$ cat config.mk
export PLATFORM = sky130hd
export DESIGN_NAME = prd_core
export DESIGN_NICKNAME = d
export VERILOG_FILES = /design/src/rtl/prd_pkg.sv /design/src/rtl/prd_core.sv /design/src/rtl/prd_ref_divider.sv
export VERILOG_INCLUDE_DIRS = /design/src /design/src/rtl
export SDC_FILE = /design/constraint.sdc
export NUM_CORES = 1
export LEC_CHECK = 0
export ABC_AREA = 1
export ABC_CLOCK_PERIOD_IN_PS = 4300
export BUFFER_PORTS_ARGS = -buffer_cell sky130_fd_sc_hd__buf_2
export CAP_MARGIN = 20
export CORE_MARGIN = 2
export CORE_UTILIZATION = 45
export DETAILED_ROUTE_END_ITERATION = 7
export MAX_ROUTING_LAYER = met4
export PLACE_DENSITY = 0.73
export SETUP_SLACK_MARGIN = 0.02
export SYNTH_ARGS = -nofsm -noshare
export SYNTH_HDL_FRONTEND = slang
export SYNTH_SLANG_ARGS = --single-unit
$ cat constraint.sdc
create_clock -name clk -period 4.3 [get_ports clk]
set_input_delay 0.43 -clock clk [delete_from_list [all_inputs] [get_ports clk]]
set_output_delay 0.43 -clock clk [all_outputs]
set_load 0.02 [all_outputs]
$ cat src/rtl/prd_defines.svh
// Constants of the reference and feedback divider block.
// Assumes byte-wide registers on an 8-bit address port.
`ifndef PRD_DEFINES_SVH
`define PRD_DEFINES_SVH

// Register offsets
`define PRD_OFF_RESET 8'h09
`define PRD_OFF_FBCTL 8'h0A
`define PRD_OFF_REF_HI 8'h0B
`define PRD_OFF_REF_LO 8'h0C
`define PRD_OFF_SRC 8'h45
`define PRD_OFF_SWL 8'h60
`define PRD_OFF_MAIN_HI 8'h61
`define PRD_OFF_MAIN_LO 8'h62
`define PRD_OFF_STATUS 8'h63

// Field positions
`define PRD_BIT_SHARED_RST 0
`define PRD_BIT_CNT_RST 1
`define PRD_BIT_BYPASS 6
`define PRD_MODE_LSB 2
`define PRD_MODE_MSB 4
`define PRD_BIT_SRC 0

// Prescaler mode codes
`define PRD_PM_FIX1 3'h0
`define PRD_PM_FIX2 3'h1
`define PRD_PM_TWO2 3'h2
`define PRD_PM_TWO4 3'h3
`define PRD_PM_TWO8 3'h4
`define PRD_PM_TWO16 3'h5
`define PRD_PM_TWO32 3'h6
`define PRD_PM_FIX3 3'h7

// Reset values
`define PRD_RST_REF 14'h0001
`define PRD_RST_SWL 6'h00
`define PRD_RST_MAIN 13'h0000
`define PRD_RST_MODE 3'h0
`define PRD_RST_SRC 1'h1

`endif

$ cat src/rtl/prd_pkg.sv
// Types shared by the divider block.
// Assumes prd_defines.svh holds every number.
package prd_pkg;

  // Kind of prescaler division in force
  typedef enum logic {PRD_KIND_FIXED, PRD_KIND_TWO_RATIO} prd_kind_t;

  // Prescaler mode field
  typedef logic [2:0] prd_mode_t;

endpackage

$ cat src/rtl/prd_core.sv
// PLL reference and feedback dividers with clock source select.
// Assumes pins sampled by a 25 MHz clk and a byte register port.
//
// Notes on behaviour
// (RL1) Reference divider is 14 bits, any ratio 1 to 16383.
// (RL2) Reference ratio zero divides by one.
// (RL3) Reference ratio: six upper bits at 0Bh, eight lower at 0Ch.
// (RL4) Divided reference goes to one detector input.
// (RL5) Feedback: 3-bit prescaler mode, 6-bit swallow, 13-bit main count.
// (RL6) Fixed modes 000, 001, 111 divide by 1, 2, 3.
// (RL7) Two-ratio modes 010..110: 2/3, 4/5, 8/9, 16/17, 32/33.
// (RL8) Fixed modes ignore swallow; main count may be bypassed.
// (RL9) Host keeps oscillator below 600, 1000 or 1600 MHz per mode.
// (RL10) Main bypass, count of one, only honoured in fixed modes.
// (RL11) Bit 6 of 0Ah set bypasses the main counter.
// (RL12) Host programs main count 3 to 8191 when not bypassed.
// (RL13) Main count resets to zero, an invalid setting.
// (RL14) Own reset bit for swallow/main; 09h bit 0 resets all three.
// (RL15) Two-ratio total is modulus times main plus swallow.
// (RL16) Fixed total is ratio times main, swallow ignored.
// (RL17) Mode mix reaches every total division down to one.
// (RL18) Only the oscillator feedback input feeds the feedback divider.
// (RL19) Writing zero to 45h bit 0 selects oscillator feedback source.
// (RL20) Out of reset the distribution source is the auxiliary input.
// (RL21) Host keeps divided reference below detector maximum.
// (RL22) Modulus plus one until swallow expires, then modulus to end.
// (RL23) One pulse per programmed count; reload on own input edge.
`timescale 1ns/100ps
`include "prd_defines.svh"

module prd_core
  import prd_pkg::*;
(
  // Clock and reset
  input wire logic clk,
  input wire logic rst_n,
  // Register port
  input wire logic [7:0] addr,
  input wire logic [7:0] wr_data,
  input wire logic wr_en,
  input wire logic rd_en,
  output logic [7:0] rd_data_q,
  // Clock pins
  input wire logic reference_input,
  input wire logic oscillator_feedback_input,
  input wire logic auxiliary_clock_input,
  // Detector inputs
  output logic det_ref_pulse_q,
  output logic det_fb_pulse_q,
  // Distribution source
  output logic dist_clock_q,
  output logic dist_src_aux_q
);

  ////////////////////////////////////////////////////////////////////////
  // Pin synchronisers

  // Bit 0 reference, bit 1 oscillator, bit 2 auxiliary
  logic [2:0] pin_raw;
  logic [2:0] sync1_q;
  logic [2:0] sync2_q;
  logic [1:0] prev_q;
  logic ref_edge;
  logic osc_edge;

  assign pin_raw = {auxiliary_clock_input, oscillator_feedback_input,
                    reference_input};

  // Two stages per pin before any logic looks at it
  genvar gi;
  generate
    for (gi = 0; gi < 3; gi = gi + 1)
    begin : g_sync
      always_ff @(posedge clk or negedge rst_n)
      begin
        if (!rst_n)
        begin
          sync1_q[gi] <= 1'b0;
          sync2_q[gi] <= 1'b0;
        end
        else
        begin
          sync1_q[gi] <= pin_raw[gi];
          sync2_q[gi] <= sync1_q[gi];
        end
      end
    end
  endgenerate

  // Previous level for rising edge detection
  always_ff @(posedge clk or negedge rst_n)
  begin
    if (!rst_n)
    begin
      prev_q <= 2'h0;
    end
    else
    begin
      prev_q <= sync2_q[1:0];
    end
  end

  // Rising edges; the auxiliary input never reaches the divider
  assign ref_edge = sync2_q[0] & ~prev_q[0];
  assign osc_edge = sync2_q[1] & ~prev_q[1]; // RL18

  ////////////////////////////////////////////////////////////////////////
  // Control registers

  logic [5:0] ref_hi_q;
  logic [5:0] ref_hi_d;
  logic [7:0] ref_lo_q;
  logic [7:0] ref_lo_d;
  logic [5:0] swl_q;
  logic [5:0] swl_d;
  logic [4:0] main_hi_q;
  logic [4:0] main_hi_d;
  logic [7:0] main_lo_q;
  logic [7:0] main_lo_d;
  prd_mode_t mode_q;
  prd_mode_t mode_d;
  logic bypass_q;
  logic bypass_d;
  logic shared_rst_q;
  logic shared_rst_d;
  logic cnt_rst_q;
  logic cnt_rst_d;
  logic src_aux_q;
  logic src_aux_d;
  logic [7:0] rd_data_d;
  logic [7:0] status;
  logic fb_running;
  logic main_invalid;

  // Status: running, invalid main setting, source
  assign status = {5'h00, src_aux_q, main_invalid, fb_running};

  // Register writes and read mux
  always_comb
  begin
    ref_hi_d = ref_hi_q;
    ref_lo_d = ref_lo_q;
    swl_d = swl_q;
    main_hi_d = main_hi_q;
    main_lo_d = main_lo_q;
    mode_d = mode_q;
    bypass_d = bypass_q;
    shared_rst_d = shared_rst_q;
    cnt_rst_d = cnt_rst_q;
    src_aux_d = src_aux_q;
    rd_data_d = 8'h00;
    if (wr_en)
    begin
      case (addr)
        `PRD_OFF_RESET:
        begin
          shared_rst_d = wr_data[`PRD_BIT_SHARED_RST]; // RL14
          cnt_rst_d = wr_data[`PRD_BIT_CNT_RST]; // RL14
        end
        `PRD_OFF_FBCTL:
        begin
          bypass_d = wr_data[`PRD_BIT_BYPASS]; // RL11
          mode_d = wr_data[`PRD_MODE_MSB:`PRD_MODE_LSB]; // RL5
        end
        `PRD_OFF_REF_HI: ref_hi_d = wr_data[5:0]; // RL3
        `PRD_OFF_REF_LO: ref_lo_d = wr_data; // RL3
        `PRD_OFF_SRC: src_aux_d = wr_data[`PRD_BIT_SRC]; // RL19
        `PRD_OFF_SWL: swl_d = wr_data[5:0]; // RL5
        `PRD_OFF_MAIN_HI: main_hi_d = wr_data[4:0]; // RL5
        `PRD_OFF_MAIN_LO: main_lo_d = wr_data; // RL5
        default: ;
      endcase
    end
    if (rd_en)
    begin
      case (addr)
        `PRD_OFF_RESET: rd_data_d = {6'h00, cnt_rst_q, shared_rst_q};
        `PRD_OFF_FBCTL: rd_data_d = {1'b0, bypass_q, 1'b0, mode_q, 2'h0};
        `PRD_OFF_REF_HI: rd_data_d = {2'h0, ref_hi_q};
        `PRD_OFF_REF_LO: rd_data_d = ref_lo_q;
        `PRD_OFF_SRC: rd_data_d = {7'h00, src_aux_q};
        `PRD_OFF_SWL: rd_data_d = {2'h0, swl_q};
        `PRD_OFF_MAIN_HI: rd_data_d = {3'h0, main_hi_q};
        `PRD_OFF_MAIN_LO: rd_data_d = main_lo_q;
        `PRD_OFF_STATUS: rd_data_d = status;
        default: rd_data_d = 8'h00;
      endcase
    end
  end

  // Register state
  always_ff @(posedge clk or negedge rst_n)
  begin
    if (!rst_n)
    begin
      ref_hi_q <= 6'(`PRD_RST_REF >> 8);
      ref_lo_q <= 8'(`PRD_RST_REF);
      swl_q <= `PRD_RST_SWL;
      main_hi_q <= 5'(`PRD_RST_MAIN >> 8); // RL13
      main_lo_q <= 8'(`PRD_RST_MAIN); // RL13
      mode_q <= `PRD_RST_MODE;
      bypass_q <= 1'b0;
      shared_rst_q <= 1'b0;
      cnt_rst_q <= 1'b0;
      src_aux_q <= `PRD_RST_SRC; // RL20
      rd_data_q <= 8'h00;
    end
    else
    begin
      ref_hi_q <= ref_hi_d;
      ref_lo_q <= ref_lo_d;
      swl_q <= swl_d;
      main_hi_q <= main_hi_d;
      main_lo_q <= main_lo_d;
      mode_q <= mode_d;
      bypass_q <= bypass_d;
      shared_rst_q <= shared_rst_d;
      cnt_rst_q <= cnt_rst_d;
      src_aux_q <= src_aux_d;
      rd_data_q <= rd_data_d;
    end
  end

  ////////////////////////////////////////////////////////////////////////
  // Reference divider

  // Divided reference drives the detector reference input
  prd_ref_divider u_ref_div
  (
    .clk(clk),
    .rst_n(rst_n),
    .clear(shared_rst_q), // RL14
    .in_edge(ref_edge),
    .ratio({ref_hi_q, ref_lo_q}), // RL3
    .out_pulse_q(det_ref_pulse_q) // RL4
  );

  ////////////////////////////////////////////////////////////////////////
  // Prescaler mode decode

  prd_kind_t kind;
  logic [5:0] modulus;
  logic [12:0] main_cnt;
  logic [12:0] main_eff;
  logic [5:0] swl_eff;

  // Modulus per mode code
  always_comb
  begin
    case (mode_q)
      `PRD_PM_FIX1: modulus = 6'h01; // RL6
      `PRD_PM_FIX2: modulus = 6'h02; // RL6
      `PRD_PM_FIX3: modulus = 6'h03; // RL6
      `PRD_PM_TWO2: modulus = 6'h02; // RL7
      `PRD_PM_TWO4: modulus = 6'h04; // RL7
      `PRD_PM_TWO8: modulus = 6'h08; // RL7
      `PRD_PM_TWO16: modulus = 6'h10; // RL7
      `PRD_PM_TWO32: modulus = 6'h20; // RL7
      default: modulus = 6'h01;
    endcase
  end

  // Effective counts; bypass only counts in fixed modes
  assign kind = (mode_q >= `PRD_PM_TWO2 && mode_q <= `PRD_PM_TWO32) ?
                PRD_KIND_TWO_RATIO : PRD_KIND_FIXED; // RL6 RL7
  assign main_cnt = {main_hi_q, main_lo_q};
  assign main_eff = (kind == PRD_KIND_FIXED && bypass_q) ?
                    13'h0001 : main_cnt; // RL10 RL8 RL17
  assign swl_eff = (kind == PRD_KIND_FIXED) ? 6'h00 : swl_q; // RL8 RL16
  assign main_invalid = (main_eff == 13'h0000); // RL13
  assign fb_running = ~main_invalid & ~shared_rst_q & ~cnt_rst_q;

  ////////////////////////////////////////////////////////////////////////
  // Feedback divider

  logic [5:0] presc_q;
  logic [5:0] presc_d;
  logic [5:0] swl_left_q;
  logic [5:0] swl_left_d;
  logic [12:0] main_left_q;
  logic [12:0] main_left_d;
  logic fb_pulse_d;
  logic [5:0] mod_now;

  // Prescaler, swallow and main counting on oscillator edges
  always_comb
  begin
    presc_d = presc_q;
    swl_left_d = swl_left_q;
    main_left_d = main_left_q;
    fb_pulse_d = 1'b0;
    mod_now = (swl_left_q != 6'h00) ?
              6'(modulus + 6'h01) : modulus; // RL22
    if (!fb_running)
    begin
      // Prescaler held cleared, swallow and main counters held loaded, while reset or main count invalid
      presc_d = 6'h00; // RL14
      swl_left_d = swl_eff;
      main_left_d = main_eff;
    end
    else if (osc_edge)
    begin
      if (presc_q >= 6'(mod_now - 6'h01))
      begin
        presc_d = 6'h00;
        if (swl_left_q != 6'h00)
        begin
          swl_left_d = 6'(swl_left_q - 6'h01); // RL22
        end
        if (main_left_q <= 13'h0001)
        begin
          // Both counters reload together with the pulse
          swl_left_d = swl_eff; // RL23
          main_left_d = main_eff; // RL23
          fb_pulse_d = 1'b1; // RL15 RL16
        end
        else
        begin
          main_left_d = 13'(main_left_q - 13'h0001);
        end
      end
      else
      begin
        presc_d = 6'(presc_q + 6'h01);
      end
    end
  end

  // Feedback divider state
  always_ff @(posedge clk or negedge rst_n)
  begin
    if (!rst_n)
    begin
      presc_q <= 6'h00;
      swl_left_q <= `PRD_RST_SWL;
      main_left_q <= `PRD_RST_MAIN;
      det_fb_pulse_q <= 1'b0;
    end
    else
    begin
      presc_q <= presc_d;
      swl_left_q <= swl_left_d;
      main_left_q <= main_left_d;
      det_fb_pulse_q <= fb_pulse_d;
    end
  end

  ////////////////////////////////////////////////////////////////////////
  // Distribution source select

  logic dist_clock_d;

  // Auxiliary when set, oscillator feedback when cleared
  assign dist_clock_d = src_aux_q ? sync2_q[2] : sync2_q[1]; // RL19

  // Registered source outputs
  always_ff @(posedge clk or negedge rst_n)
  begin
    if (!rst_n)
    begin
      dist_clock_q <= 1'b0;
      dist_src_aux_q <= `PRD_RST_SRC; // RL20
    end
    else
    begin
      dist_clock_q <= dist_clock_d;
      dist_src_aux_q <= src_aux_q;
    end
  end

endmodule

$ cat src/rtl/prd_ref_divider.sv
// Reference divider: one pulse per programmed count of input edges.
// Assumes in_edge is a one-cycle pulse already synchronised to clk.
`timescale 1ns/100ps
`include "prd_defines.svh"

module prd_ref_divider
  import prd_pkg::*;
(
  // Clock and reset
  input wire logic clk,
  input wire logic rst_n,
  // Control
  input wire logic clear,
  input wire logic in_edge,
  input wire logic [13:0] ratio,
  // Divided output
  output logic out_pulse_q
);

  logic [13:0] cnt_q;
  logic [13:0] cnt_d;
  logic [13:0] last;
  logic out_pulse_d;

  // Next count; zero ratio counts as one
  always_comb
  begin
    last = (ratio == 14'h0000) ? 14'h0000 : 14'(ratio - 14'h0001); // RL2
    cnt_d = cnt_q;
    out_pulse_d = 1'b0;
    if (clear)
    begin
      cnt_d = 14'h0000; // RL14
    end
    else if (in_edge)
    begin
      if (cnt_q >= last)
      begin
        cnt_d = 14'h0000; // RL23
        out_pulse_d = 1'b1; // RL1
      end
      else
      begin
        cnt_d = 14'(cnt_q + 14'h0001);
      end
    end
  end

  // Count registers
  always_ff @(posedge clk or negedge rst_n)
  begin
    if (!rst_n)
    begin
      cnt_q <= 14'h0000;
      out_pulse_q <= 1'b0;
    end
    else
    begin
      cnt_q <= cnt_d;
      out_pulse_q <= out_pulse_d;
    end
  end

endmodule

# Yosys cells after proc, flatten, opt, wreduce, memory -nomap -nowiden
# Memories as Yosys holds them, arrays and structs flattened.
# Cells that the tools add are included.
# word_totals
reg_bits,99
mem_bits_ro,48
mem_count,1
# mem_list
memory,depth,width,rd,rd_clocked_by_memory_dff,write_ports,line,source
(name not given),8,6,1,0,0,prd_core.sv:250,case (mode_q)
# classes
n_addsub,7
order_cmp,5
n_eq_ne,12
n_mux,30
n_bitwise,10
reduce_logical,16
# ops
operator,n
$pmux 8 s9,1
$mux 13,5
$mux 6,10
$mux 14,4
$eq 8x7->1 const B,5
$eq 8x4->1 const B,4
$reduce_and 2->1,9
$add 14x1->14 const B,1
$ge 14x14->1,1
$logic_not 14->1,1
$sub 14x1->14 const B,1
$le 13x1->1 const B,1
$logic_not 13->1,1
$sub 13x1->13 const B,1
$add 6x1->6 const B,2
$sub 6x1->6 const B,2
$mux 1,9
$mux 8,1
$ge 6x6->1,1
$not 1->1,6
$reduce_bool 6->1,1
$and 1x1->1,4
$ge 3x2->1 const B,1
$le 3x3->1 const B,1
6 further kinds,7

# Logic depth before layout (Yosys ltp)
# Gate-level depths: netlist (run 1).
# logic_depth
ltp_word,12
ltp_mapped,21

# By module
# From an unflattened synthesis (run 1), not the netlist that was laid out.
# unflattened
hier_cells,944
hier_area_um2,6696.4
# modules_own_cells
mod,instances,cells_each,area_each_um2
prd_core,1,689,5006.1
prd_ref_divider,1,255,1690.4

# Least setup slack after synthesis (run 1)
# No wires, ideal clock.
# synth_timing
path_type,flip-flop to flip-flop
startpoint,register mode_q[1]
endpoint,register main_left_q[2]
setup_time_ns,0.117
arrival_time_ns,3.142
required_ns,4.183
setup_slack_ns,1.041
path_stages_with_launch,20
n_path_buf,1
period_less_slack_ns,3.259
path_cell_list,dfrtp_1 > inv_2 > ha_1 > nor2_1 > nor2_1 > ha_1 > o21ai_0 > ha_1 > nand2_1 > nor2_1 > xor2_1 > ha_1 > nand2_1 > o21bai_1 > nand3_1 > nor2_1 > o211ai_2 > buf_4 > nand2_1 > nand2_1
# synth_between
elab_chain_len,12
# synth_lines
item,line,source
"start, declared",prd_core.sv:120,prd_mode_t mode_q;
"start signal, assigned",prd_core.sv:201,mode_q <= `PRD_RST_MODE;
"start signal, assigned",prd_core.sv:215,mode_q <= mode_d;
branches (longest 12 deep; another with $mem_v2 8x6),-,
"end signal, assigned",prd_core.sv:336,main_left_q <= `PRD_RST_MAIN;
"end signal, assigned",prd_core.sv:343,main_left_q <= main_left_d;
"end, declared",prd_core.sv:280,logic [12:0] main_left_q;
# Parallel ways; which one is timed is not known. The select of a mux whose other input is x is not followed.
# A chain may end at the register's enable or synchronous reset.

# Worst setup path after layout (run 1)
# layout_timing
startpoint,register mode_q[1]
endpoint,register swl_left_q[5]
# layout_between
elab_chain_len,12
# layout_lines
item,line,source
branches (longest 12 deep; another with $mem_v2 8x6),-,
"end signal, assigned",prd_core.sv:335,swl_left_q <= `PRD_RST_SWL;
"end signal, assigned",prd_core.sv:342,swl_left_q <= swl_left_d;
"end, declared",prd_core.sv:278,logic [5:0] swl_left_q;
# Parallel ways; which one is timed is not known. The select of a mux whose other input is x is not followed.

==> summary.txt, run 1 <==
STA
  – TNS Setup: 0 ps
  – Slew Viols, Final: 0
  – Final period utilization: 0.8716
  – Slew @ Worst Pin: 898.5 ps
  – Worst clock skew: 9.226 ps
  – Slew HR: 0.4010
  – Max Fclk: 266.8 MHz
  – Final hold violations: 0
  – Post-route minimum period: 3748 ps
  – RSZ-0062 raised after global routing: no
  – Final Setup Violations: 0

Power
  – PwrDens: 508.1 mW/mm^2
  – Static Leak: 3.653 nW
  – Max rail drop VDD: 0.2286 mV

Cells and area
  – Fin nets: 1,000
  – Post-Route Utilization: 0.5059
  – Synth-to-layout area growth: 9.207%
  – Inserted Diodes: 0
  – Fillers: 1,391
  – Share of cells above drive strength 1: 0.07798

Drt
  – ANT nets after route: 0
  – Post-route DRC: 0
  – Initial DRC count: 501
  – Vias: 5,874
  – WL per Instance: 13.85 um
  – Drt first pass iters: 5
  – Vias per cell: 5.203
  – Total Wirelength: 15,640 um

Clocking
  – CTS clock-pin slew for the worst setup and hold paths: 70 ps
  – Hold_buf cts: 0
  – Max H-tree Level: 3
  – CTS Sinks: 99
  – CTS Root Buffer Type: clkbuf_16
  – TritonCTS Buffers: 9
  – Bufs on Longest Clock Path: 2
  – CTS tree: yes
  – Later-pin clock latency in the skew report: 360 ps

Setup path
  – Worst r2r path cells: 19
  – Critical R2R Launch: mode_q[1]$_DFFE_PN0P_
  – Setup Crit Path Kind: register to register
  – Worst path top cell family by delay: adder cells
  – Worst r2r dst: swl_left_q[5]$_DFFE_PN0P_
  – Max incr delay on CP: 490 ps
  – Startpoint Class: register
  – WP data arrival: 4000 ps
  – Worst path slowest cell: dfrtp_1
  – Crit Path Max Fanout: 14
  – Crit path cell chain: inv_2 > ha_1 > nor2_1 > nor2_1 > ha_1 > o21ai_0 > ha_1 > nand2_1 > nor2_1 > xor2_1 > ha_1 > nand2_1 > o21bai_1 > nand3_1 > nor2_1 > o211ai_4 > buf_4 > nand3_1 > nand2_1
  – Crit end category: register
  – Crit path required time: 4550 ps
  – R2R setup slack: 550 ps
  – CP bufs+invs: 2

Synthesis
  – Sequential fraction of the synthesis area: 0.3844
  – Synthesized area: 0.006455 mm^2
  – Syn. warnings: 0
  – Synth top area share: 0.3722
  – EDFF count, synth: 0
  – Cell type with the largest total area after synthesis: dfrtp_1
  – Most numerous cell in the Yosys netlist: nand2_1
  – Flops & latches, synth: 99
  – Post-Syn Instances: 918
  – Syn_nets: 974
  – Top cells by area, synth: dfrtp_1 37%, nand2_1 18%, ha_1 6.4%
  – Netlist cell types: 39
  – Top cells by count, synth: 311 x nand2_1, 103 x inv_1, 96 x dfrtp_1
  – Syn avg cell area: 7.032 um^2
  – Top FF cell, synth: dfrtp_1
  – Async SR Flop Fraction: 1.000

Floorplan
  – Die height: 123.8 um
  – DIE AREA: 0.01532 mm^2
  – Io pins: 35
  – Initial Util: 0.4632
  – Die width: 123.8 um
  – Site Rows: 43
  – Core Area: 0.01393 mm^2

Global route
  – Antenna violations before repair: 0
  – Total GRT Usage: 0.2250
  – First-pass GRT wire length: 25,940 um
  – Pin count of the biggest net entering global routing: 74
  – GRT overflow: 0
  – Vias in the first global route: 5,174

Place
  – Final HPWL DP: 11,840 um
  – GP Congestion: 1.026
  – Port bufs: 34

Min path
  – Hold Path Class: primary input to register
  – Hold Path End: sync1_q[2]$_DFF_PN0_
  – Min-delay src: auxiliary_clock_input
  – WHS Path Cells: 1

Job
  – Max-cap viol count: 0

Run status
  – Status: complete, no violations
==> worst max-delay path by stage <==
stage / from / end / slack (ps) / cells after the start
global placement: mode_q[1]$_DFFE_PN0P_ / swl_left_q[5]$_DFFE_PN0P_ / 670 / 19
floorplan: mode_q[1]$_DFFE_PN0P_ / main_left_q[2]$_DFFE_PN0P_ / 1040 / 19
finish: mode_q[1]$_DFFE_PN0P_ / swl_left_q[5]$_DFFE_PN0P_ / 550 / 19
global route: mode_q[1]$_DFFE_PN0P_ / swl_left_q[5]$_DFFE_PN0P_ / 130 / 20
detailed placement: mode_q[1]$_DFFE_PN0P_ / swl_left_q[5]$_DFFE_PN0P_ / 490 / 19
CTS: mode_q[1]$_DFFE_PN0P_ / swl_left_q[5]$_DFFE_PN0P_ / 470 / 19
==> metrics by stage <==
step	hold WS, ps	total power [mW]	setup slack [ps]	cells	cell area, um^2
final	172.9	3.581	552.0	1129	7049
after global placement	335.3	2.749	666.5	1113	6764
after CTS	165.4	3.577	470.7	1129	7041
after detailed placement	334.7	2.784	490.9	1113	6764
after floorplan	134.4	2.468	1041	918	6455
after global routing	170.1	3.918	131.6	1129	7049
==> per-layer routing <==
| layer | vias to the layer above | GRT usage | share of wire |
|---|---|---|---|
| met5 | - | - | 0 |
| li1 | 3000 | - | - |
| met3 | 17 | 0.03251 | 0.054 |
| met4 | 0 | 0.06321 | 0.012 |
| met2 | 169 | 0.3431 | 0.45 |
| met1 | 2688 | 0.3144 | 0.48 |
==> power breakdown <==
| part | internal, mW | switching [mW] |
|---|---|---|
| Clock | 0.403 | 0.379 |
| Sequential | 1.04 | 0.126 |
| Combinational | 0.564 | 1.07 |
==> cell families (layout without fill, tap and decap cells) <==
family / after synthesis / count (layout) / share of synthesized area
buf+inv: 130 / 161 / 0.08044
xor+xnor: 28 / 28 / 0.03799
flops: 99 / 99 / 0.3844
fa+ha+maj: 33 / 33 / 0.06397
simple gates: 495 / 495 / 0.3214
compound gates: 132 / 132 / 0.1103
mux: 1 / 1 / 0.001551
==> what timing repair did <==
item                                    CTS  global route
endpoints found under the setup margin    0             1
resized for setup                         0             1
hold endpoints to repair                  0             0
setup buffers                             0             0
==> cells in the final DEF (no fill, tap or decap), types with 4 or more instances in the layout <==
cell,count
nand2_1,311
xnor2_1,9
xor2_1,19
a21oi_1,23
dfrtp_1,96
buf_4,4
ha_1,33
or2_2,4
inv_6,4
nor3_1,14
nand3_1,55
o21ai_0,79
o21ai_1,7
inv_1,103
nor2_1,79
nand4_1,10
o22ai_1,12
inv_2,5
nand3b_1,6
clkbuf_16,9
buf_2,33
nor4_1,6
==> final cells by class <==
type	count	area (um^2)	area share
sequential	99	2481	0.3520
timing repair buffer	37	195.2	0.02769
clock inverter	5	43.79	0.006212
tap	180	225.2	0.03195
clock buffer	11	232.7	0.03301
multi-input combinational	689	3466	0.4917
inverter	108	405.4	0.05751
==> state kept, by name, indices dropped and copies added, names as in the netlist, 3 cells and up <==
signal	count
main_hi_q	5
main_left_q	13
main_lo_q	8
mode_q	3
presc_q	6
rd_data_q	8
ref_hi_q	6
ref_lo_q	8
swl_left_q	6
swl_q	6
sync1_q	3
sync2_q	3
u_ref_div.cnt_q	14
Power figures use the tool's default switching activity.
==> run 2, diff against run 1 <==
ABC_CLOCK_PERIOD_IN_PS = 4430   (was 4300)
clock period = 4.43 ns   (was 4.3 ns; I/O delays follow)
==> summary.txt, run 2 (same netlist as run 1, synthesis figures left out) <==
Power
  – Static Leak: 3.665 nW
  – Max rail drop VDD: 0.2787 mV
  – PwrDens: 498.3 mW/mm^2

STA
  – Slew Viols, Final: 0
  – Slew HR: 0.4711
  – TNS Setup: 0 ps
  – Post-route setup slack: 561.1 ps
  – Final period utilization: 0.8733
  – RSZ-0062 raised after global routing: no
  – Max Fclk: 258.5 MHz
  – Final hold violations: 0
  – Final Setup Violations: 0
  – Worst hold margin: 167.3 ps
  – Post-route minimum period: 3869 ps
  – Slew @ Worst Pin: 793.3 ps
  – Worst clock skew: 9.461 ps

Setup path
  – Worst r2r path cells: 20
  – Crit path required time: 4670 ps
  – Crit end category: register
  – Max incr delay on CP: 530 ps
  – Crit Path Max Fanout: 15
  – Startpoint Class: register
  – Critical path's most frequent cell: nor2_1
  – Critical Path Start: mode_q[1]$_DFFE_PN0P_
  – Worst path slowest cell: o211ai_2
  – Crit path cell chain: inv_2 > ha_1 > nor2_1 > nor2_1 > ha_1 > o21ai_0 > ha_1 > nand2_1 > nor2_1 > xor2_1 > ha_1 > nand2_1 > nor2_1 > o21ai_0 > nand3_1 > nor2_1 > o211ai_2 > inv_2 > nand2_1 > nand2_1
  – Setup Crit Path Kind: register to register
  – Critical R2R Launch: mode_q[1]$_DFFE_PN0P_
  – WP data arrival: 4110 ps
  – R2R setup slack: 560 ps
  – Worst r2r dst: main_left_q[2]$_DFFE_PN0P_

Floorplan
  – Die height: 123.8 um
  – Core Area: 0.01393 mm^2
  – Site Rows: 43
  – Initial Util: 0.4632
  – Die width: 123.8 um
  – Io pins: 35
  – DIE AREA: 0.01532 mm^2

Clocking
  – Max H-tree Level: 3
  – CTS clock-pin slew for the worst setup and hold paths: 70 ps
  – CTS Sinks: 99
  – Hold_buf cts: 0
  – CTS Root Buffer Type: clkbuf_16
  – Later-pin clock latency in the skew report: 360 ps
  – Postcts setup bufs: 0
  – Bufs on Longest Clock Path: 2
  – TritonCTS Buffers: 9
  – CTS resizes: 0
  – CTS tree: yes

Cells and area
  – Synth-to-layout area growth: 9.440%
  – Largest Register: u_ref_div.cnt_q
  – Inserted Diodes: 0
  – Biggest regs: u_ref_div.cnt_q x14, main_left_q x13
  – Fin nets: 1,000
  – Final Instance Count excl. Fillers: 1,129
  – Share of cells above drive strength 1: 0.07798
  – Largest register FFs: 14
  – Commonest non-fill, non-tap cell in the layout: nand2_1
  – Most frequent cells in the layout: 311 x nand2_1, 103 x inv_1, 96 x dfrtp_1

Drt
  – WL per Instance: 13.96 um
  – Drt first pass iters: 5
  – Vias per cell: 5.134
  – Total Wirelength: 15,770 um
  – Initial DRC count: 465
  – Vias: 5,796
  – ANT nets after route: 0
  – Post-route DRC: 0

Global route
  – GRT met3 Usage: 0.03388
  – Pin count of the biggest net entering global routing: 65
  – First-pass GRT wire length: 26,070 um
  – GRT overflow: 0
  – Grt met1 use: 0.3156
  – Vias in the first global route: 5,321
  – Gr busiest metal: met2
  – Met2 demand-to-capacity share in global routing: 0.3403
  – Total GRT Usage: 0.2260
  – Antenna violations before repair: 0

Place
  – GP Congestion: 1.008
  – Placed cells: 1,113
  – Place WS: 646.0 ps
  – Final HPWL DP: 11,920 um
  – Port bufs: 34

Job
  – Max-cap viol count: 0

Run status
  – Status: complete, no violations

Min path
  – Hold Path Class: primary input to async pin
[run 2: cell types whose count changed in the layout (fill, tap and decap cells not counted)]
cell and change:
bufinv_16 +1, clkinv_4 -1, inv_6 -1, inv_8 +1, o211ai_2 +1, o211ai_4 -1
[run 2: area by class of cell]
cell class	instances	area [um^2]
Tap cell	180	225.2
Clock buffer	11	232.7
Timing Repair Buffer	37	195.2
Clock inverter	5	67.56
Inverter	108	405.4
Multi-Input combinational cell	689	3457
Fill cell	1409	6870
Sequential cell	99	2481
[run 2: routing by layer]
layer / up-vias / routed length [um]
li1: 3011 / -
met1: 2646 / 7621
met2: 120 / 7190
met3: 19 / 690
met4: 0 / 262
met5: - / 0
[run 2: how the worst max path moves through the flow]
stage	endpoint	slack [ps]	cells past startpoint
after global routing	swl_left_q[1]$_DFFE_PN0P_	90	20
after CTS	main_left_q[2]$_DFFE_PN0P_	600	20
after global placement	swl_left_q[0]$_DFFE_PN0P_	810	20
final	main_left_q[2]$_DFFE_PN0P_	560	20
after floorplan	main_left_q[2]$_DFFE_PN0P_	1170	19
after detailed placement	swl_left_q[3]$_DFFE_PN0P_	650	20
[run 2: worst max-delay path: cells and delay by family, from the launching register on]
| kind | cells | cell delay [ps] |
|---|---|---|
| fa+ha+maj | 4 | 1090 |
| buf+inv | 2 | 340 |
| xor+xnor | 1 | 80 |
| compound gates | 3 | 870 |
| simple gates | 10 | 910 |
| flops | 1 | 480 |
[run 2: metrics by stage]
stage,total power [mW],area (um^2),util
4_1_cts,3.532,7064,0.5070
2_1_floorplan,2.396,6455,-
5_1_grt,3.864,7064,0.5070
6_report,3.520,7064,0.5070
3_5_place_dp,2.698,6764,0.4854
3_3_place_gp,2.663,6764,0.4854
[run 2: power by group]
group / switching [mW] / internal (mW) / total [mW] / leakage (nW)
clock: 0.366 / 0.449 / 0.815 / 0.147
sequential: 0.124 / 1.01 / 1.14 / 1.33
combinational: 1.03 / 0.543 / 1.57 / 2.19
total: 1.52 / 2.00 / 3.52 / 3.66
